**src/pmst_pkg.sv**
```systemverilog
// Package with register map, field positions and timing constants.
package pmst_pkg;

	localparam logic [5:0] PMST_ADDR_FILTER = 6'h2C;
	localparam logic [5:0] PMST_ADDR_POWER = 6'h2D;
	localparam logic [5:0] PMST_ADDR_SELFTEST = 6'h2E;
	localparam logic [5:0] PMST_ADDR_MOTION_CTL = 6'h27;

	localparam logic [7:0] PMST_POWER_RESET = 8'h00;
	localparam logic [7:0] PMST_SELFTEST_RESET = 8'h00;
	localparam logic [7:0] PMST_FILTER_RESET = 8'h13;
	localparam logic [7:0] PMST_MOTION_RESET = 8'h00;

	localparam int PMST_BIT_CONV_EN = 7;
	localparam int PMST_BIT_EXT_TB = 6;
	localparam int PMST_NOISE_HI = 5;
	localparam int PMST_NOISE_LO = 4;
	localparam int PMST_BIT_POLL = 3;
	localparam int PMST_BIT_AUTOSLEEP = 2;
	localparam int PMST_ACQ_HI = 1;
	localparam int PMST_ACQ_LO = 0;
	localparam int PMST_BIT_STIM = 0;
	localparam int PMST_BIT_OUTSIDE_SAMPLE_TRIGGER_ON = 3;
	localparam int PMST_ODR_HI = 2;
	localparam int PMST_ODR_LO = 0;
	localparam int PMST_BIT_HALF_BW = 4;
	// Link and loop mode bits of the motion detect control register.
	localparam int PMST_LINK_HI = 5;
	localparam int PMST_LINK_LO = 4;

	localparam logic [1:0] PMST_ACQ_STANDBY = 2'h0;
	localparam logic [1:0] PMST_ACQ_ACQUISITION_SELECT = 2'h2;

	typedef enum logic [1:0]
	{
		PMST_NOISE_NORMAL = 2'h0,
		PMST_NOISE_LOW = 2'h1,
		PMST_NOISE_ULTRA = 2'h2,
		PMST_NOISE_RSVD = 2'h3
	} pmst_noise_type;

	// Internal timebase: 51.2 kHz ticks from the 50 MHz clock.
	localparam int PMST_CLK_HZ = 50000000;
	localparam int PMST_TB_HZ = 51200;
	localparam int PMST_TB_DIV = PMST_CLK_HZ / PMST_TB_HZ;
	// 100 Hz ODR is 512 timebase ticks; other rates shift this.
	localparam int PMST_TICKS_100HZ = 512;
	// Wake-up polling near six samples per second.
	localparam int PMST_TICKS_POLL = 8533;
	localparam int PMST_TICK_W = 14;

	typedef enum logic [1:0]
	{
		PMST_ST_STANDBY = 2'h0,
		PMST_ST_ACQUISITION_SELECT = 2'h1,
		PMST_ST_POLL = 2'h2
	} pmst_state_type;

	typedef struct packed
	{
		logic acquire;
		logic convert;
		logic stimulus;
		logic [1:0] noise;
		logic [2:0] filter_bw;
		logic half_bw;
	} pmst_ctl_type;

endpackage

```
**src/pmst_sync_edge.sv**
```systemverilog
// Two-flop synchroniser with rising-edge pulse.
module pmst_sync_edge
(
	input wire logic ref_clk_i,
	input wire logic srst_i,
	input wire logic async_i,
	output logic level_o,
	output logic rise_o
);

	logic meta_r;
	logic sync_r;
	logic prev_r;

	always_ff @(posedge ref_clk_i)
	begin
		if (srst_i)
		begin
			meta_r <= 1'b0;
			sync_r <= 1'b0;
			prev_r <= 1'b0;
		end
		else
		begin
			meta_r <= async_i;
			sync_r <= meta_r;
			prev_r <= sync_r;
		end
	end

	assign level_o = sync_r;
	assign rise_o = sync_r & ~prev_r;

endmodule

```
**src/pmst_rate_gen.sv**
```systemverilog
// Sample period counter driven by a timebase tick.
module pmst_rate_gen
(
	input wire logic ref_clk_i,
	input wire logic srst_i,
	input wire logic tick_i,
	input wire logic run_i,
	input wire logic [13:0] period_i,
	output logic strobe_o
);

	logic [13:0] cnt_r;

	always_ff @(posedge ref_clk_i)
	begin
		if (srst_i || !run_i)
		begin
			cnt_r <= 14'h0000;
			strobe_o <= 1'b0;
		end
		else
		begin
			strobe_o <= 1'b0;
			if (tick_i)
			begin
				if (cnt_r >= period_i - 14'h0001)
				begin
					cnt_r <= 14'h0000;
					strobe_o <= 1'b1;
				end
				else
				begin
					cnt_r <= cnt_r + 14'h0001;
				end
			end
		end
	end

endmodule

```
**src/pmst_top.sv**
```systemverilog
// Power mode control register, timebase selection and sample triggering.
module pmst_top
(
	input wire logic ref_clk_i,
	input wire logic srst_i,
	input wire logic wr_en_i,
	input wire logic [5:0] addr_i,
	input wire logic [7:0] wdata_i,
	output logic [7:0] rdata_o,
	input wire logic inactivity_i,
	input wire logic irq_pin_a_i,
	input wire logic irq_pin_b_i,
	output logic irq_pin_b_oe_n_o,
	output logic sample_o,
	output logic convert_o,
	output logic stimulus_o,
	output logic [1:0] noise_o,
	output logic low_rate_poll_mode_o,
	output logic ext_timebase_o,
	output logic [3:0] filter_bw_o
);

	logic [7:0] power_mode_control_r;
	logic [7:0] built_in_force_check_r;
	logic [7:0] filter_and_rate_control_r;
	logic [7:0] motion_detect_control_r;
	logic [7:0] rdata_nxt;
	logic [9:0] tb_div_r;
	logic int_tick_r;
	logic ext_rise;
	logic trig_rise;
	logic tick;
	logic rate_strobe;
	logic [13:0] period;
	logic auto_ok;
	logic auto_poll_r;
	logic poll_mode;
	logic measuring;
	logic ext_trig_on;
	pmst_pkg::pmst_state_type state_r;
	pmst_pkg::pmst_ctl_type ctl;

	// Register writes; autosleep entry clears on srst_i or when auto_ok or inactivity_i drops.
	always_ff @(posedge ref_clk_i)
	begin
		if (srst_i)
		begin
			power_mode_control_r <= pmst_pkg::PMST_POWER_RESET;
			built_in_force_check_r <= pmst_pkg::PMST_SELFTEST_RESET;
			filter_and_rate_control_r <= pmst_pkg::PMST_FILTER_RESET;
			motion_detect_control_r <= pmst_pkg::PMST_MOTION_RESET;
		end
		else if (wr_en_i)
		begin
			case (addr_i)
				pmst_pkg::PMST_ADDR_POWER:
					power_mode_control_r <= wdata_i;
				pmst_pkg::PMST_ADDR_SELFTEST:
					built_in_force_check_r <= wdata_i;
				pmst_pkg::PMST_ADDR_FILTER:
					filter_and_rate_control_r <= wdata_i;
				pmst_pkg::PMST_ADDR_MOTION_CTL:
					motion_detect_control_r <= wdata_i;
				default:
					;
			endcase
		end
	end

	always_comb
	begin
		case (addr_i)
			pmst_pkg::PMST_ADDR_POWER:
				rdata_nxt = power_mode_control_r;
			pmst_pkg::PMST_ADDR_SELFTEST:
				rdata_nxt = built_in_force_check_r;
			pmst_pkg::PMST_ADDR_FILTER:
				rdata_nxt = filter_and_rate_control_r;
			pmst_pkg::PMST_ADDR_MOTION_CTL:
				rdata_nxt = motion_detect_control_r;
			default:
				rdata_nxt = 8'h00;
		endcase
	end

	always_ff @(posedge ref_clk_i)
	begin
		if (srst_i)
			rdata_o <= 8'h00;
		else
			rdata_o <= rdata_nxt;
	end

	// Internal timebase divider.
	always_ff @(posedge ref_clk_i)
	begin
		if (srst_i)
		begin
			tb_div_r <= 10'h000;
			int_tick_r <= 1'b0;
		end
		else if (tb_div_r == 10'(pmst_pkg::PMST_TB_DIV - 1))
		begin
			tb_div_r <= 10'h000;
			int_tick_r <= 1'b1;
		end
		else
		begin
			tb_div_r <= tb_div_r + 10'h001;
			int_tick_r <= 1'b0;
		end
	end

	pmst_sync_edge u_outside_timebase_select
	(
		.ref_clk_i(ref_clk_i),
		.srst_i(srst_i),
		.async_i(irq_pin_a_i),
		.level_o(),
		.rise_o(ext_rise)
	);

	// Trigger input, active high, one acquisition per rising edge.
	pmst_sync_edge u_trig
	(
		.ref_clk_i(ref_clk_i),
		.srst_i(srst_i),
		.async_i(irq_pin_b_i),
		.level_o(),
		.rise_o(trig_rise)
	);

	// Timebase source follows the external select bit.
	assign tick = power_mode_control_r[pmst_pkg::PMST_BIT_EXT_TB] ? ext_rise
		: int_tick_r;

	// Autosleep only counts when motion detection is linked or looped.
	assign auto_ok = power_mode_control_r[pmst_pkg::PMST_BIT_AUTOSLEEP]
		& (motion_detect_control_r[pmst_pkg::PMST_LINK_HI:
		pmst_pkg::PMST_LINK_LO] != 2'h0);

	always_ff @(posedge ref_clk_i)
	begin
		if (srst_i)
			auto_poll_r <= 1'b0;
		else if (!auto_ok)
			auto_poll_r <= 1'b0;
		else if (inactivity_i)
			auto_poll_r <= 1'b1;
		else
			auto_poll_r <= 1'b0;
	end

	assign poll_mode = power_mode_control_r[pmst_pkg::PMST_BIT_POLL]
		| auto_poll_r;
	assign measuring = power_mode_control_r[pmst_pkg::PMST_ACQ_HI:
		pmst_pkg::PMST_ACQ_LO] == pmst_pkg::PMST_ACQ_ACQUISITION_SELECT;
	assign ext_trig_on = filter_and_rate_control_r[
		pmst_pkg::PMST_BIT_OUTSIDE_SAMPLE_TRIGGER_ON];

	always_ff @(posedge ref_clk_i)
	begin
		if (srst_i)
			state_r <= pmst_pkg::PMST_ST_STANDBY;
		else
		begin
			case (state_r)
				pmst_pkg::PMST_ST_STANDBY:
					if (measuring)
						state_r <= poll_mode ? pmst_pkg::PMST_ST_POLL
							: pmst_pkg::PMST_ST_ACQUISITION_SELECT;
				pmst_pkg::PMST_ST_ACQUISITION_SELECT:
					if (!measuring)
						state_r <= pmst_pkg::PMST_ST_STANDBY;
					else if (poll_mode)
						state_r <= pmst_pkg::PMST_ST_POLL;
				pmst_pkg::PMST_ST_POLL:
					if (!measuring)
						state_r <= pmst_pkg::PMST_ST_STANDBY;
					else if (!poll_mode)
						state_r <= pmst_pkg::PMST_ST_ACQUISITION_SELECT;
				default:
					state_r <= pmst_pkg::PMST_ST_STANDBY;
			endcase
		end
	end

	// Rate period in timebase ticks; codes above 400 Hz saturate.
	always_comb
	begin
		case (filter_and_rate_control_r[pmst_pkg::PMST_ODR_HI:
			pmst_pkg::PMST_ODR_LO])
			3'h0: period = 14'(pmst_pkg::PMST_TICKS_100HZ * 8);
			3'h1: period = 14'(pmst_pkg::PMST_TICKS_100HZ * 4);
			3'h2: period = 14'(pmst_pkg::PMST_TICKS_100HZ * 2);
			3'h3: period = 14'(pmst_pkg::PMST_TICKS_100HZ);
			3'h4: period = 14'(pmst_pkg::PMST_TICKS_100HZ / 2);
			default: period = 14'(pmst_pkg::PMST_TICKS_100HZ / 4);
		endcase
		if (state_r == pmst_pkg::PMST_ST_POLL)
			period = 14'(pmst_pkg::PMST_TICKS_POLL);
	end

	pmst_rate_gen u_rate
	(
		.ref_clk_i(ref_clk_i),
		.srst_i(srst_i),
		.tick_i(tick),
		.run_i(state_r != pmst_pkg::PMST_ST_STANDBY),
		.period_i(period),
		.strobe_o(rate_strobe)
	);

	// Triggered mode drops the internal rate but keeps the filter setting.
	always_ff @(posedge ref_clk_i)
	begin
		if (srst_i)
		begin
			sample_o <= 1'b0;
			convert_o <= 1'b0;
		end
		else
		begin
			if (state_r == pmst_pkg::PMST_ST_STANDBY)
				sample_o <= 1'b0;
			else if (ext_trig_on)
				sample_o <= trig_rise;
			else
				sample_o <= rate_strobe;
			convert_o <= power_mode_control_r[pmst_pkg::PMST_BIT_CONV_EN]
				& (state_r != pmst_pkg::PMST_ST_STANDBY)
				& (ext_trig_on ? trig_rise : rate_strobe);
		end
	end

	assign ctl.acquire = measuring;
	assign ctl.convert = power_mode_control_r[pmst_pkg::PMST_BIT_CONV_EN];
	assign ctl.stimulus = built_in_force_check_r[pmst_pkg::PMST_BIT_STIM];
	assign ctl.noise = power_mode_control_r[pmst_pkg::PMST_NOISE_HI:
		pmst_pkg::PMST_NOISE_LO];
	assign ctl.filter_bw = filter_and_rate_control_r[pmst_pkg::PMST_ODR_HI:
		pmst_pkg::PMST_ODR_LO];
	assign ctl.half_bw = filter_and_rate_control_r[pmst_pkg::PMST_BIT_HALF_BW];

	always_ff @(posedge ref_clk_i)
	begin
		if (srst_i)
		begin
			stimulus_o <= 1'b0;
			noise_o <= 2'h0;
			low_rate_poll_mode_o <= 1'b0;
			ext_timebase_o <= 1'b0;
			filter_bw_o <= 4'h0;
			irq_pin_b_oe_n_o <= 1'b1;
		end
		else
		begin
			stimulus_o <= ctl.stimulus;
			// Reserved code 11 falls back to normal operation.
			noise_o <= (ctl.noise == pmst_pkg::PMST_NOISE_RSVD) ?
				pmst_pkg::PMST_NOISE_NORMAL : ctl.noise;
			low_rate_poll_mode_o <= state_r == pmst_pkg::PMST_ST_POLL;
			ext_timebase_o <= power_mode_control_r[pmst_pkg::PMST_BIT_EXT_TB];
			filter_bw_o <= {ctl.half_bw, ctl.filter_bw};
			irq_pin_b_oe_n_o <= 1'b1;
		end
	end

	a_trig_one_sample: assert property (@(posedge ref_clk_i) disable iff
		(srst_i) (ext_trig_on && state_r != pmst_pkg::PMST_ST_STANDBY &&
		trig_rise) |=> sample_o) else $error("trigger lost");
	a_trig_no_rate: assert property (@(posedge ref_clk_i) disable iff
		(srst_i) (ext_trig_on && !trig_rise) |=> !sample_o)
		else $error("sample without trigger");
	a_standby_quiet: assert property (@(posedge ref_clk_i) disable iff
		(srst_i) (state_r == pmst_pkg::PMST_ST_STANDBY) |=> !convert_o)
		else $error("convert in standby");
	a_conv_off: assert property (@(posedge ref_clk_i) disable iff
		(srst_i) !power_mode_control_r[7] |=> !convert_o)
		else $error("converter ran while off");
	a_stim_follow: assert property (@(posedge ref_clk_i) disable iff
		(srst_i) built_in_force_check_r[0] |=> stimulus_o)
		else $error("stimulus missing");
	a_noise_legal: assert property (@(posedge ref_clk_i) disable iff
		(srst_i) noise_o != 2'h3) else $error("reserved noise");
	// Three quiet cycles let an earlier autosleep entry drain out of the state.
	a_auto_ignored: assert property (@(posedge ref_clk_i) disable iff
		(srst_i) (!auto_ok && !power_mode_control_r[3]) [*3]
		|=> !low_rate_poll_mode_o)
		else $error("autosleep not ignored");
	a_ext_tick: assert property (@(posedge ref_clk_i) disable iff
		(srst_i) power_mode_control_r[6] |-> (tick == ext_rise))
		else $error("wrong timebase");

endmodule

```
**config.mk**
```make
export PLATFORM = sky130hd
export DESIGN_NAME = pmst_top
export DESIGN_NICKNAME = d
export VERILOG_FILES = /design/src/pmst_pkg.sv /design/src/pmst_sync_edge.sv /design/src/pmst_rate_gen.sv /design/src/pmst_top.sv
export SDC_FILE = /design/constraint.sdc
export NUM_CORES = 1
export LEC_CHECK = 0
export BUFFER_PORTS_ARGS = -buffer_cell sky130_fd_sc_hd__buf_4
export CORE_MARGIN = 2
export CORE_UTILIZATION = 35
export DETAILED_ROUTE_END_ITERATION = 10
export SYNTH_ARGS = -nofsm -noshare
export SYNTH_HDL_FRONTEND = slang
export SYNTH_HIERARCHICAL = 1
export SYNTH_SLANG_ARGS = --single-unit
```
**constraint.sdc**
```tcl
create_clock -name ref_clk_i -period 5.4 [get_ports ref_clk_i]
set_input_delay 0.27 -clock ref_clk_i [delete_from_list [all_inputs] [get_ports ref_clk_i]]
set_output_delay 0.27 -clock ref_clk_i [all_outputs]
set_load 0.01 [all_outputs]
```
## Yosys cells after proc, flatten, opt, wreduce, memory -nomap -nowiden

Cells that the tools add are included.

- Memory bits (writable): 0
- Memories kept: 0
- Bits in read-only memories: 0
- Output and inout bits: 20
- Flip-flop bits (word level): 86
- Bits in latches: 0
- Bits of input ports: 20

- Magnitude comparators: 1
- Bitwise operators: 10
- Eq/ne operators: 16
- Divide/modulo/power cells: 0
- $add $sub $neg: 3
- Multipliers: 0
- Multiplexer cells: 16
- Shift operators: 0
- Reductions and logical operators: 16

Operators with widths:

| cell | count |
|---|---|
| one-hot mux 13 bit (5 select lines) | 1 |
| one-hot mux 8 bit (4 select lines) | 1 |
| two-way mux 14 bit | 2 |
| == test 6 bit, second input constant | 4 |
| adder 14 x 1 -> 14 bit, second input constant | 1 |
| greater-or-equal comparator 14 bit | 1 |
| subtractor 14 x 1 -> 14 bit, second input constant | 1 |
| two-way mux 2 bit | 6 |
| adder 10 x 1 -> 10 bit, second input constant | 1 |
| == test 10 bit, second input constant | 1 |
| OR reduction 2 bit | 5 |
| AND reduction 2 bit | 4 |
| == test 2 bit, second input constant | 3 |
| == test 3 x 2 -> 1 bit, second input constant | 2 |
| != test 3 bit, second input constant | 2 |
| one-hot mux 2 bit (3 select lines) | 1 |
| AND 1 bit | 5 |
| two-way mux 1 bit | 5 |
| NOT 1 bit | 4 |
| nonzero test 2 bit | 2 |
| == test 3 x 1 -> 1 bit, second input constant | 1 |
| == test 3 bit, second input constant | 1 |
| zero test 3 bit | 1 |
| AND reduction 3 bit | 1 |
| other kinds (6) | 6 |

## Logic depth before layout (Yosys ltp)

Gate-level depths: netlist (run 1).

- Word-level depth: 6
- Gate-level depth with buffers: 15
- Depth with buffers taken out: 13

## Modules after synthesis

Netlist (run 1), hierarchy kept.

Modules (own cells, without submodules):

| module | area each (sq um) | cells each | instances |
|---|---|---|---|
| pmst_top | 2613.8 | 266 | 1 |
| pmst_rate_gen | 1187.4 | 139 | 1 |
| pmst_sync_edge | 87.6 | 7 | 2 |

## Worst setup path before layout (run 1)

Ideal clock, no wire load.

- Path kind: flip-flop to flip-flop
- Start: reg state_r[1]
- End: reg u_rate.cnt_r[13]
- Data required time: 5270 ps
- Path slack: 1984 ps
- Stages on the path, launching flop included: 14
- Arrival time: 3286 ps
- Cells stage by stage: dfxtp_1 > nor2b_1 > clkbuf_1 > nor3b_1 > or4_4 > nor2_1 > xnor2_1 > ha_1 > nand4_1 > nor2_1 > o311ai_1 > a21boi_1 > buf_2 > nor3_1

- Cells in the longest elaborated chain, start to end: 5

Ends and longest elaborated chain:

| item | RTL line | RTL |
|---|---|---|
| start, declared | pmst_top.sv:40 | `pmst_pkg::pmst_state_type state_r;` |
| start signal, assigned | pmst_top.sv:164 | `state_r <= pmst_pkg::PMST_ST_STANDBY;` |
| start signal, assigned | pmst_top.sv:170 | `state_r <= poll_mode ? pmst_pkg::PMST_ST_POLL` |
| start signal, assigned | pmst_top.sv:174 | `state_r <= pmst_pkg::PMST_ST_STANDBY;` |
| == test 2 bit | pmst_top.sv:200 | `if (state_r == pmst_pkg::PMST_ST_POLL)` |
| two-way mux 14 bit | pmst_top.sv:200 |  |
| net period[0] | pmst_top.sv:34 | `logic [13:0] period;` |
| subtractor 14 x 1 -> 14 bit | pmst_rate_gen.sv:26 | `if (cnt_r >= period_i - 14'h0001)` |
| greater-or-equal comparator 14 bit | pmst_rate_gen.sv:26 |  |
| two-way mux 14 bit | pmst_rate_gen.sv:26 |  |
| end signal, assigned | pmst_rate_gen.sv:33 | `cnt_r <= cnt_r + 14'h0001;` |
| end, declared | pmst_rate_gen.sv:12 | `logic [13:0] cnt_r;` |

The timed path passes the listed nets, and every way through them passes these cells.
A chain may end at the register's enable or synchronous reset.

## Worst setup path in the final report (run 1)

- Start: reg state_r[1]
- End: reg u_rate.strobe_o

- Cells in the longest elaborated chain, start to end: 5

Ends and longest elaborated chain:

| item | RTL line | RTL |
|---|---|---|
| == test 2 bit | pmst_top.sv:200 |  |
| two-way mux 14 bit | pmst_top.sv:200 |  |
| net period[7] | pmst_top.sv:34 |  |
| subtractor 14 x 1 -> 14 bit | pmst_rate_gen.sv:26 |  |
| greater-or-equal comparator 14 bit | pmst_rate_gen.sv:26 |  |
| two-way mux 1 bit | pmst_rate_gen.sv:26 |  |
| end signal, assigned | pmst_rate_gen.sv:19 | `strobe_o <= 1'b0;` |
| end signal, assigned | pmst_rate_gen.sv:23 | `strobe_o <= 1'b0;` |
| end signal, assigned | pmst_rate_gen.sv:29 | `strobe_o <= 1'b1;` |
| end, declared | pmst_rate_gen.sv:9 | `output logic strobe_o` |

The timed path passes the listed nets, and every way through them passes these cells.

==> flow_metrics.tcl, run 1 <==
set metrics [dict create \
    outcome "complete, no violations" \
    worst_ir_drop_vdd_mv 0.194 \
    detail_route.first_pass.iterations 4 \
    utilization 0.426 \
    clk_pin_slew_worst_paths_ns 0.06 \
    rsz0062_at_grt "no" \
    setup_violations 0 \
    area_growth_pct 17.7 \
    initial_antenna_violation_count 0 \
    final_cell_mix "sky130_fd_sc_hd__dfxtp_1 (86), sky130_fd_sc_hd__nor2_1 (63), sky130_fd_sc_hd__mux2i_1 (39), sky130_fd_sc_hd__buf_4 (39), sky130_fd_sc_hd__nor3_1 (23)" \
    cts.repair_timing.setup_buffer_count 0 \
    hold_path_depth 2 \
    worst-path-max-fanout 14 \
    drive_above_1_share 0.145 \
    holdPathEnd "u_outside_timebase_select/meta_r" \
    grtUsageTotal 0.141 \
    required_time_of_the_worst_setup_path_ns 5.68 \
    die_area_sq_um 12200 \
    post_synth_num_cell_types 52 \
    synth.yosys.seq_area_share 0.433 \
    io_pins 40 \
    placeableCoreArea_sq_um 11000 \
    finalCritPeriodShare 0.789 \
    post_route_setup_tns_ns 0 \
    worst_r2r_startpoint "state_r[1]" \
    synth.avg_cell_area_sq_um 9.49 \
    p_per_area_nw_per_um2 285 \
    cellInternalPower_uw 1030 \
    root_buffer_cell "sky130_fd_sc_hd__clkbuf_16" \
    finClkSkew_ns 0.00700 \
    worst-setup-path-type "flop to flop" \
    swShare 0.225 \
    grt-ovfl-total 0 \
    worst_r2r_dst "u_rate/strobe_o" \
    routabilityCongestion 0.783 \
    grt_max_degree 63 \
    wire_per_inst_um 13.7 \
    finalMaxSlewViolations 0 \
    drt.antenna.violating_nets 0 \
    min_period_ns 4.26 \
    max_clock_freq_ghz 0.235 \
    cts.path.max_buffers 2 \
    synth_edf_count 0 \
    max-slew-margin-rel 0.256 \
    count_of_cells_along_the_worst_register_to_register_path 12 \
    insertion_delay_ns 0.33 \
    start_kind "flop" \
    power.share.clock 0.465 \
    die_span_y_um 111 \
    combPwrFrac 0.049 \
    number_of_buffers_created_by_cts 9 \
    nFillCells 1069 \
    mappedNetlistArea_sq_um 3980 \
    grt_pass1_vias 2948 \
    placed_area_sq_um 4380 \
    postSynthCellCount 419 \
    synth_warnings 6 \
    floorplan.rows 38 \
    timing.final.hold_violations 0 \
    global_route_wire_length_before_repair_um 14300 \
    post_layout_nonfiller_instances 602 \
    n_antenna_cell 0 \
    final_wirelength_um 8270 \
    die_width_um 111 \
    tightestPinTransition_ns 1.10 \
    post-route-cell-area_sq_um 4680 \
    most_common_cell_after_layout_fill_and_taps_aside "sky130_fd_sc_hd__dfxtp_1" \
    r2r_setup_slack_ns 1.14 \
    p_seq_frac 0.486 \
    initial_core_util 0.362 \
    nNetsFinal 494 \
    quantity_of_i_o_buffers_inserted_on_ports 38 \
    via_per_inst 4.99 \
    maxCapViolCount 0 \
    route.vias.total 3001 \
    net-switching-power_uw 301 \
    ctsHoldBuffers 0 \
    cts_tree "yes" \
    quantity_of_gates_resized_following_cts 0 \
    worst_ep_arrival_time_ns 4.54 \
    numClockSinks 86 \
    crit_path_end_kind "flop" \
    initialDrtViolationCount 129 \
    leakagePower_uw 0.00182 \
    number_of_flip_flops_and_latches_in_the_synthesized_netlist 86 \
    worst_hold_path_class "input pin to flop" \
    dpl.hpwl_um 5800 \
    hold_path_startpoint "irq_pin_a_i" \
    post-route-drc-count 0 \
    h-tree-depth 3 \
    synth_flop_type "sky130_fd_sc_hd__dfxtp_1" \
    total_placed_cells_including_tap_cells 586 \
    share_of_synthesized_registers_carrying_an_async_set_or_reset 0 \
]
[cell type report]
cell class / instances / area (sq um) / share of cell area
inverters: 7 / 26.3 / 0.00562
repair buffers: 39 / 293 / 0.0626
clock buffers: 10 / 229 / 0.0489
flip-flops and latches: 86 / 1720 / 0.368
clock inverters: 6 / 70.1 / 0.0150
multi-input cells: 314 / 2160 / 0.462
well taps: 140 / 175 / 0.0374
[stage by stage]
stage,setup WS [ns],hold slack (ns),total power [uW]
floorplan,1.98,0.342,703
global placement,1.34,0.407,727
detailed placement,1.11,0.410,729
CTS,1.09,0.140,1350
global route,0.602,0.152,1390
finish,1.14,0.154,1330
[layer usage]
layer	part of all wire	wire length (um)	GRT usage	vias up
li1	-	-	-	1537
met1	0.47	3910	0.182	1409
met2	0.48	3950	0.227	51
met3	0.042	351	0.0445	4
met4	0.0067	55	0.0367	0
met5	0	0	0	-
[cells by family (layout without fill, tap and decap cells)]
kind of cell / Yosys count / after routing / share of synthesized area
adders and majority gates: 17 / 17 / 0.0535
buffers and inverters: 26 / 62 / 0.0296
and+or+nand+nor: 180 / 180 / 0.246
xor gates and xnor gates: 30 / 30 / 0.0661
DFF: 86 / 86 / 0.433
AOI/OAI and AO/OA: 38 / 38 / 0.0689
other: 2 / 9 / 0.00189
muxes: 40 / 40 / 0.101
[sequential cells by signal, summed over array words and instances, names as in the netlist]
signal                             flops
stimulus_o                             1
u_rate/cnt_r                          14
motion_detect_control_r                8
filter_and_rate_control_r              8
u_trig/level_o                         1
u_trig/meta_r                          1
u_outside_timebase_select/prev_r       1
state_r                                2
int_tick_r                             1
noise_o                                2
u_trig/prev_r                          1
u_outside_timebase_select/meta_r       1
u_rate/strobe_o                        1
rdata_o                                8
u_outside_timebase_select/level_o      1
sample_o                               1
convert_o                              1
auto_poll_r                            1
ext_timebase_o                         1
tb_div_r                              10
power_mode_control_r                   8
filter_bw_o                            4
low_rate_poll_mode_o                   1
built_in_force_check_r                 8
[power groups by stage]
| stage | Combinational [uW] | Sequential [uW] | Clock (uW) |
|---|---|---|---|
| 5_1_grt | 73.9 | 649 | 667 |
| 4_1_cts | 66.3 | 648 | 638 |
| 2_1_floorplan | 41.2 | 662 | 0 |
| 6_report | 65.8 | 648 | 620 |
| 3_5_place_dp | 66.0 | 663 | 0 |
| 3_3_place_gp | 64.6 | 662 | 0 |
[critical path, stage by stage, from the launching register on]
cell and delay [ns]:
sky130_fd_sc_hd__dfxtp_1 0.35, sky130_fd_sc_hd__nor2b_1 0.74, sky130_fd_sc_hd__buf_4 0.31, sky130_fd_sc_hd__nor3b_1 0.11, sky130_fd_sc_hd__or4_4 0.56, sky130_fd_sc_hd__nor4_4 0.17, sky130_fd_sc_hd__xnor2_1 0.10, sky130_fd_sc_hd__ha_1 0.32
sky130_fd_sc_hd__nand4_1 0.12, sky130_fd_sc_hd__nor2_1 0.17, sky130_fd_sc_hd__o311ai_1 0.14, sky130_fd_sc_hd__a21boi_1 0.86, sky130_fd_sc_hd__and3b_1 0.25
[synthesized netlist by cell type, drive strengths merged, types with 3 or more instances]
master,instances,area share
dfxtp,86,0.43
a22oi,8,0.015
and3,5,0.0082
xnor2,13,0.029
a21oi,10,0.013
or4,3,0.0076
buf,11,0.015
inv,7,0.0066
or3,3,0.0047
clkbuf,8,0.0076
nand2b,4,0.0063
mux2i,39,0.098
nand3b,3,0.0057
nor4,3,0.010
nand3,12,0.018
o22a,8,0.018
nor2b,19,0.031
nor2,63,0.059
nand4,8,0.013
ha,17,0.053
nor3,24,0.031
nor3b,3,0.0057
nand2,17,0.016
xor2,17,0.037
a31oi,3,0.0047
[worst max-delay path by stage]
stage | startpoint | end | slack (ns) | depth (start not counted)
5_1_grt | state_r[1] | u_rate/cnt_r[6] | 0.60 | 12
3_5_place_dp | state_r[1] | u_rate/cnt_r[7] | 1.11 | 12
3_3_place_gp | state_r[1] | u_rate/strobe_o | 1.34 | 12
2_1_floorplan | state_r[1] | u_rate/cnt_r[13] | 1.98 | 13
4_1_cts | state_r[1] | u_rate/strobe_o | 1.09 | 12
6_report | state_r[1] | u_rate/strobe_o | 1.14 | 12
Power figures use the tool's default switching activity.
==> inputs of run 2 (changes only) <==
--- a/config.mk
+++ b/config.mk
@@ -5,6 +5,7 @@
 export SDC_FILE = /design/constraint.sdc
 export NUM_CORES = 1
 export LEC_CHECK = 0
+export ABC_AREA = 1
 export BUFFER_PORTS_ARGS = -buffer_cell sky130_fd_sc_hd__buf_4
 export CORE_MARGIN = 2
 export CORE_UTILIZATION = 35
==> constraint.sdc (replaced) <==
create_clock -name ref_clk_i -period 3.66 [get_ports ref_clk_i]
set_input_delay 0.183 -clock ref_clk_i [delete_from_list [all_inputs] [get_ports ref_clk_i]]
set_output_delay 0.183 -clock ref_clk_i [all_outputs]
set_load 0.01 [all_outputs]
==> run 2 against run 1 <==
  * Sequential cell count did not move
  * Total power rose by 51%
  * Sequential power rose by 47%
  * Core utilization fell by 1.1 points
  * Clock power rose by 54%
  * Combinational power rose by 66%
  * Via count rose by 23%
  * Global-route usage rose by 1.4 points
  * Setup slack got worse by 0.36 ns
  * Synthesized cell count rose by 40%
  * Sequential share of layout area fell by 2.3 points
  * Largest cell class unchanged
==> flow_metrics.tcl, run 2 <==
set metrics [dict create \
    worst-setup-path-type "flop to flop" \
    critical-path-top-delay-family "simple AND/OR/NAND/NOR gates" \
    mappedNetlistArea_sq_um 4320 \
    synth_warnings 6 \
    quantity_of_i_o_buffers_inserted_on_ports 38 \
    synth_commonest_cells "sky130_fd_sc_hd__nand2_1 (120), sky130_fd_sc_hd__nor2_1 (98), sky130_fd_sc_hd__dfxtp_1 (86)" \
    placeableCoreArea_sq_um 12000 \
    swShare 0.242 \
    combined_area_of_the_multi_input_logic_cells_sq_um 2230 \
    post_synth_num_cell_types 33 \
    start_kind "flop" \
    cts.repair_timing.setup_buffer_count 0 \
    nNetsFinal 661 \
    worst_path_cell_trace "inv_1 > nor2_1 > buf_4 > inv_1 > nand2_1 > nor3_1 > inv_1 > nand2_1 > nor3_1 > nand2_1 > xnor2_1 > inv_1 > ha_1 > nand2_1 > nor2_2 > nand2_1 > nor2_1 > nand2_1 > nand3_1 > nand2_2 > nand2_4 > nor2_1" \
    routabilityCongestion 0.811 \
    grt-ovfl-total 0 \
    post_route_setup_tns_ns 0 \
    sequential_cell_area_sq_um 1720 \
    cellInternalPower_uw 1530 \
    dpl.hpwl_um 6790 \
    grt_pass1_vias 3583 \
    largest-register "u_rate/cnt_r" \
    root_buffer_cell "sky130_fd_sc_hd__clkbuf_16" \
    net-switching-power_uw 488 \
    critical_path_buf_inv_count 5 \
    ctsHoldBuffers 0 \
    worst_ir_drop_vdd_mv 0.390 \
    grt_max_degree 46 \
    worst_hold_path_class "input pin to flop" \
    area_fraction_of_the_dominant_cell_type_after_synthesis 0.398 \
    finalCritPeriodShare 0.787 \
    initialDrtViolationCount 182 \
    largest_registers "u_rate/cnt_r (14), tb_div_r (10)" \
    share_of_synthesized_registers_carrying_an_async_set_or_reset 0 \
    final_cell_mix "sky130_fd_sc_hd__nand2_1 (120), sky130_fd_sc_hd__nor2_1 (98), sky130_fd_sc_hd__dfxtp_1 (86), sky130_fd_sc_hd__inv_1 (64), sky130_fd_sc_hd__nand3_1 (48)" \
    yosysMostFrequentCell "sky130_fd_sc_hd__nand2_1" \
    max-slew-margin-rel 0.512 \
    clk_pin_slew_worst_paths_ns 0.07 \
    wire_per_inst_um 12.3 \
    number_of_flip_flops_and_latches_in_the_synthesized_netlist 86 \
    required_time_of_the_worst_setup_path_ns 3.89 \
    nFillCells 1243 \
    cp_common_cell "sky130_fd_sc_hd__nand2_1" \
    drive_above_1_share 0.153 \
    io_pins 40 \
    met2_wirelength_um 4640 \
    synth.yosys.seq_area_share 0.398 \
    quantity_of_gates_resized_following_cts 0 \
    met3_length_um 320 \
    worst-path-max-fanout 14 \
    area_growth_pct 15.3 \
    cts_tree "yes" \
    numClockSinks 86 \
    min_period_ns 2.88 \
    h-tree-depth 3 \
    synthTopCellsByArea "sky130_fd_sc_hd__dfxtp_1 (40%), sky130_fd_sc_hd__nand2_1 (10%), sky130_fd_sc_hd__nor2_1 (8.5%)" \
    cp_slowest_stage_delay_ns 0.34 \
    n_antenna_cell 0 \
    finalMaxSlewViolations 0 \
    floorplan.rows 40 \
    p_per_area_nw_per_um2 404 \
    die_area_sq_um 13300 \
    worst_ep_arrival_time_ns 3.11 \
    insertion_delay_ns 0.35 \
    synth.avg_cell_area_sq_um 7.38 \
    die_width_um 115 \
    finalPower_uw 2010 \
    outcome "complete, no violations" \
    most_common_cell_after_layout_fill_and_taps_aside "sky130_fd_sc_hd__nand2_1" \
    via_per_inst 4.75 \
    combPwrFrac 0.054 \
    highest-signal-layer "met4" \
    p_seq_frac 0.472 \
    initial_antenna_violation_count 0 \
    global_route_wire_length_before_repair_um 16300 \
    number_of_buffers_created_by_cts 9 \
    synth_edf_count 0 \
    final_wirelength_um 9520 \
    post-route-drc-count 0 \
    die_span_y_um 115 \
    postSynthCellCount 586 \
    power.share.clock 0.474 \
    max_clock_freq_ghz 0.347 \
    maxCapViolCount 0 \
    route.vias.total 3688 \
    yosys.area.top_type "sky130_fd_sc_hd__dfxtp_1" \
    cts.path.max_buffers 2 \
    initial_core_util 0.360 \
    drt.antenna.violating_nets 0 \
    total_placed_cells_including_tap_cells 760 \
    detail_route.first_pass.iterations 4 \
    post_layout_nonfiller_instances 776 \
    tightestPinTransition_ns 0.732 \
    crit_path_end_kind "flop" \
    timing.final.hold_violations 0 \
    grtUsageTotal 0.154 \
    leakagePower_uw 0.00221 \
    critical-path-slowest-cell "sky130_fd_sc_hd__dfxtp_1" \
    finClkSkew_ns 0.00754 \
    routedLengthMet1_um 4390 \
    setup_violations 0 \
    rsz0062_at_grt "no" \
    largest_register_ff_count 14 \
    synth_flop_type "sky130_fd_sc_hd__dfxtp_1" \
]
## run 2: changes by cell type after synthesis, sizes merged, moves of 15 or more
cell	delta
nand2	+112
inv	+59
nor2	+55
nand3	+42
mux2i	-38
nor2b	-19
a21oi	+15
## run 2: tightest hold or removal path: stages
cell	delay, ns
sky130_fd_sc_hd__buf_4	0.08
sky130_fd_sc_hd__inv_1	0.03
sky130_fd_sc_hd__nor2_1	0.06
## run 2: logic make-up (layout without fill, tap and decap cells)
kind of cell / after synthesis / in the layout / share of synthesized area
flops: 86 / 86 / 0.398
compound gates: 31 / 31 / 0.0365
xor+xnor: 27 / 27 / 0.0547
simple gates: 337 / 337 / 0.365
buf+inv: 85 / 121 / 0.0926
other cells: 2 / 9 / 0.00174
fa+ha+maj: 17 / 17 / 0.0492
mux: 1 / 1 / 0.00232
## run 2: power groups by stage
stage                     Combinational (uW)  Clock [uW]  Sequential, uW
final                                    109         954             950
after global routing                     123        1020             951
after CTS                                110         977             950
after detailed placement                 109           0             972
after global placement                   108           0             972
after floorplan                         69.7           0             972
## run 2: final timing paths
| kind | startpoint | slack [ns] | end | cells past startpoint |
|---|---|---|---|---|
| max | state_r[1] | 0.78 | u_rate/cnt_r[10] | 22 |
| min | irq_pin_a_i | 0.04 | u_outside_timebase_select/meta_r | 3 |
| max reg2reg | state_r[1] | 0.78 | u_rate/cnt_r[10] | 22 |
| min reg2reg | u_outside_timebase_select/meta_r | 0.41 | u_outside_timebase_select/level_o | 2 |
## run 2: metrics by stage
step | area (sq um) | setup WS, ns | hold WS, ns | util
5_1_grt | 4980 | 0.512 | 0.0412 | 0.415
3_3_place_gp | 4670 | 0.960 | 0.400 | 0.389
6_report | 4980 | 0.781 | 0.0397 | 0.415
4_1_cts | 4980 | 0.773 | 0.0311 | 0.415
3_5_place_dp | 4670 | 0.788 | 0.401 | 0.389
2_1_floorplan | 4350 | 0.702 | 0.254 | -
## run 2: area by class of cell
| cell class | instances | share of cell area |
|---|---|---|
| multi-input combinational | 422 | 0.447 |
| sequential | 86 | 0.345 |
| timing repair buffer | 39 | 0.0587 |
| inverter | 66 | 0.0497 |
| clock buffer | 9 | 0.0452 |
| tap | 147 | 0.0369 |
| clock inverter | 7 | 0.0171 |
## run 2: per-layer routing
metal | vias to the layer above | track usage
met4 | 0 | 0.0530
li1 | 1924 | -
met1 | 1689 | 0.186
met2 | 57 | 0.268
met3 | 18 | 0.0390
met5 | - | 0
==> inputs of run 3 (changes only) <==
==> constraint.sdc (replaced) <==
create_clock -name ref_clk_i -period 2.34 [get_ports ref_clk_i]
set_input_delay 0.117 -clock ref_clk_i [delete_from_list [all_inputs] [get_ports ref_clk_i]]
set_output_delay 0.117 -clock ref_clk_i [all_outputs]
set_load 0.01 [all_outputs]
==> run 3 against run 2 <==
  * The flow now finishes with violations (negative setup slack)
  * Sequential cell count is the same
  * Critical endpoint is now u_rate/cnt_r[0]
  * Sequential share of layout area down 2.5 points
  * Die area unchanged
  * Hold slack lost 0.019 ns
  * Via count rose by 4.4%
  * Critical path type unchanged
  * First-iteration DRC count grew 31%
  * Final cell count rose by 4.3%
==> flow_metrics.tcl, run 3 (synthesized netlist as in run 2, its figures left out) <==
set metrics [dict create \
    outcome "finished with violations" \
    failed_checks "negative setup slack" \
    worst-setup-path-type "flop to flop" \
    net-switching-power_uw 710 \
    required_time_of_the_worst_setup_path_ns 2.61 \
    grt-ovfl-total 0 \
    combined_area_of_the_multi_input_logic_cells_sq_um 2390 \
    cellInternalPower_uw 2380 \
    grt_pass1_vias 3592 \
    setup_violations 15 \
    drive_above_1_share 0.239 \
    post-route-cell-area_sq_um 5390 \
    swShare 0.230 \
    tightestPinTransition_ns 0.774 \
    initial_core_util 0.360 \
    crit_path_end_kind "flop" \
    worst_ir_drop_vdd_mv 0.264 \
    cts.path.max_buffers 2 \
    utilization 0.448 \
    leakagePower_uw 0.00239 \
    combPwrFrac 0.062 \
    grt_max_degree 46 \
    maxCapViolCount 0 \
    nNetsFinal 694 \
    finalCritPeriodShare 1.09 \
    drt.antenna.violating_nets 0 \
    io_pins 40 \
    number_of_buffers_created_by_cts 9 \
    critical-path-top-delay-family "simple AND/OR/NAND/NOR gates" \
    die_width_um 115 \
    worst_hold_path_class "input pin to flop" \
    placeableCoreArea_sq_um 12000 \
    worst_r2r_startpoint "state_r[1]" \
    insertion_delay_ns 0.34 \
    initialDrtViolationCount 239 \
    n_antenna_cell 0 \
    sequential_cell_area_sq_um 1730 \
    p_per_area_nw_per_um2 574 \
    timing.final.hold_violations 0 \
    dpl.hpwl_um 7060 \
    largest_register_ff_count 14 \
    dp_slack_ns -0.294 \
    worst-path-max-fanout 7 \
    route.vias.total 3851 \
    clk_pin_slew_worst_paths_ns 0.06 \
    global_route_wire_length_before_repair_um 16900 \
    placed_area_sq_um 4870 \
    via_per_inst 4.76 \
    critical_path_buf_inv_count 5 \
    crit_path_start "state_r[1]" \
    p_seq_frac 0.481 \
    grtUsageTotal 0.161 \
    post_route_setup_tns_ns -2.87 \
    finalMaxSlewViolations 0 \
    rsz0062_at_grt "yes" \
    wire_per_inst_um 12.8 \
    most_common_cell_after_layout_fill_and_taps_aside "sky130_fd_sc_hd__nand2_1" \
    final_cell_mix "sky130_fd_sc_hd__nand2_1 (115), sky130_fd_sc_hd__nor2_1 (87), sky130_fd_sc_hd__dfxtp_1 (83), sky130_fd_sc_hd__buf_4 (67), sky130_fd_sc_hd__inv_1 (60)" \
    largest-register "u_rate/cnt_r" \
    final_wirelength_um 10300 \
    finClkSkew_ns 0.00605 \
    whs_ns 0.0205 \
    numClockSinks 86 \
    die_span_y_um 115 \
    nFillCells 1181 \
    min_period_ns 2.54 \
    critical-path-slowest-cell "sky130_fd_sc_hd__dfxtp_2" \
    routabilityCongestion 0.870 \
    hold_path_depth 3 \
    count_of_cells_along_the_worst_register_to_register_path 20 \
    cp_slowest_stage_delay_ns 0.33 \
    die_area_sq_um 13300 \
    quantity_of_i_o_buffers_inserted_on_ports 38 \
    worst_setup_slack_final_ns -0.201 \
    worst_ep_arrival_time_ns 2.81 \
    post-route-drc-count 0 \
    max_clock_freq_ghz 0.394 \
    area_growth_pct 24.6 \
    start_kind "flop" \
    max-slew-margin-rel 0.482 \
    root_buffer_cell "sky130_fd_sc_hd__clkbuf_16" \
    worst_path_depth 20 \
    initial_antenna_violation_count 0 \
    power.share.clock 0.457 \
    worst_path_cell_trace "inv_2 > nor2_4 > inv_2 > nand2_4 > nor3_2 > inv_1 > buf_4 > buf_4 > nand3_1 > xor2_1 > ha_1 > nand2_2 > nor2_4 > nand2_1 > nand2_1 > nor2_2 > nand3_2 > nand2_4 > nand2_8 > nor2_2" \
    largest_registers "u_rate/cnt_r (14), tb_div_r (10)" \
    floorplan.rows 40 \
    h-tree-depth 3 \
    cts_tree "yes" \
    hold_path_startpoint "wdata_i[4]" \
    detail_route.first_pass.iterations 5 \
]
==> run 3: cell count changes in the layout (fill, tap and decap cells not counted), sizes merged <==
cell	delta
dlygate4sd3	+2
nand2	+1
buf	+30
inv	-5
clkinvlp	+1
clkbuf	+2
clkinv	+2
==> run 3: cell type report <==
type | instances | area share
inverter | 66 | 0.0460
sequential | 86 | 0.320
clock inverter | 5 | 0.0112
tap | 147 | 0.0342
clock buffer | 11 | 0.0432
timing repair buffer | 71 | 0.101
multi-input combinational | 423 | 0.444
==> run 3: power by group through the flow <==
stage | clock (uW) | sequential (uW) | combinational (uW)
finish | 1410 | 1490 | 191
global route | 1490 | 1490 | 213
CTS | 1440 | 1490 | 188
detailed placement | 0 | 1520 | 183
global placement | 0 | 1520 | 179
floorplan | 0 | 1520 | 109
==> run 3: worst paths after layout <==
kind              slack (ns)                                 to
setup / recovery       -0.20                    u_rate/cnt_r[0]
hold / removal          0.02       filter_and_rate_control_r[4]
setup reg to reg       -0.20                    u_rate/cnt_r[0]
hold reg to reg         0.41  u_outside_timebase_select/level_o
==> run 3: per-layer routing <==
layer	wire, um	global-route usage
met2	5140	0.272
met1	4730	0.209
met4	102	0.0498
met3	372	0.0290
met5	0	0
==> run 3: timing repair <==
action                     4_1_cts  5_1_grt
pin swaps                       10        5
hold endpoints to repair         2        0
resized for setup               18       21
setup endpoints to repair       15       15
buffers inserted                 4        1
gates cloned                     1        0
hold buffers                     2        0
==> run 3: metrics by stage <==
stage / power [uW] / instances
6_report: 3090 / 809
5_1_grt: 3190 / 809
4_1_cts: 3110 / 808
3_5_place_dp: 1700 / 785
3_3_place_gp: 1700 / 785
2_1_floorplan: 1630 / 593
==> run 3: tightest hold or removal path, delay by kind of cell <==
family / cells / cell delay, ns
simple gates: 2 / 0.10
buf+inv: 1 / 0.10
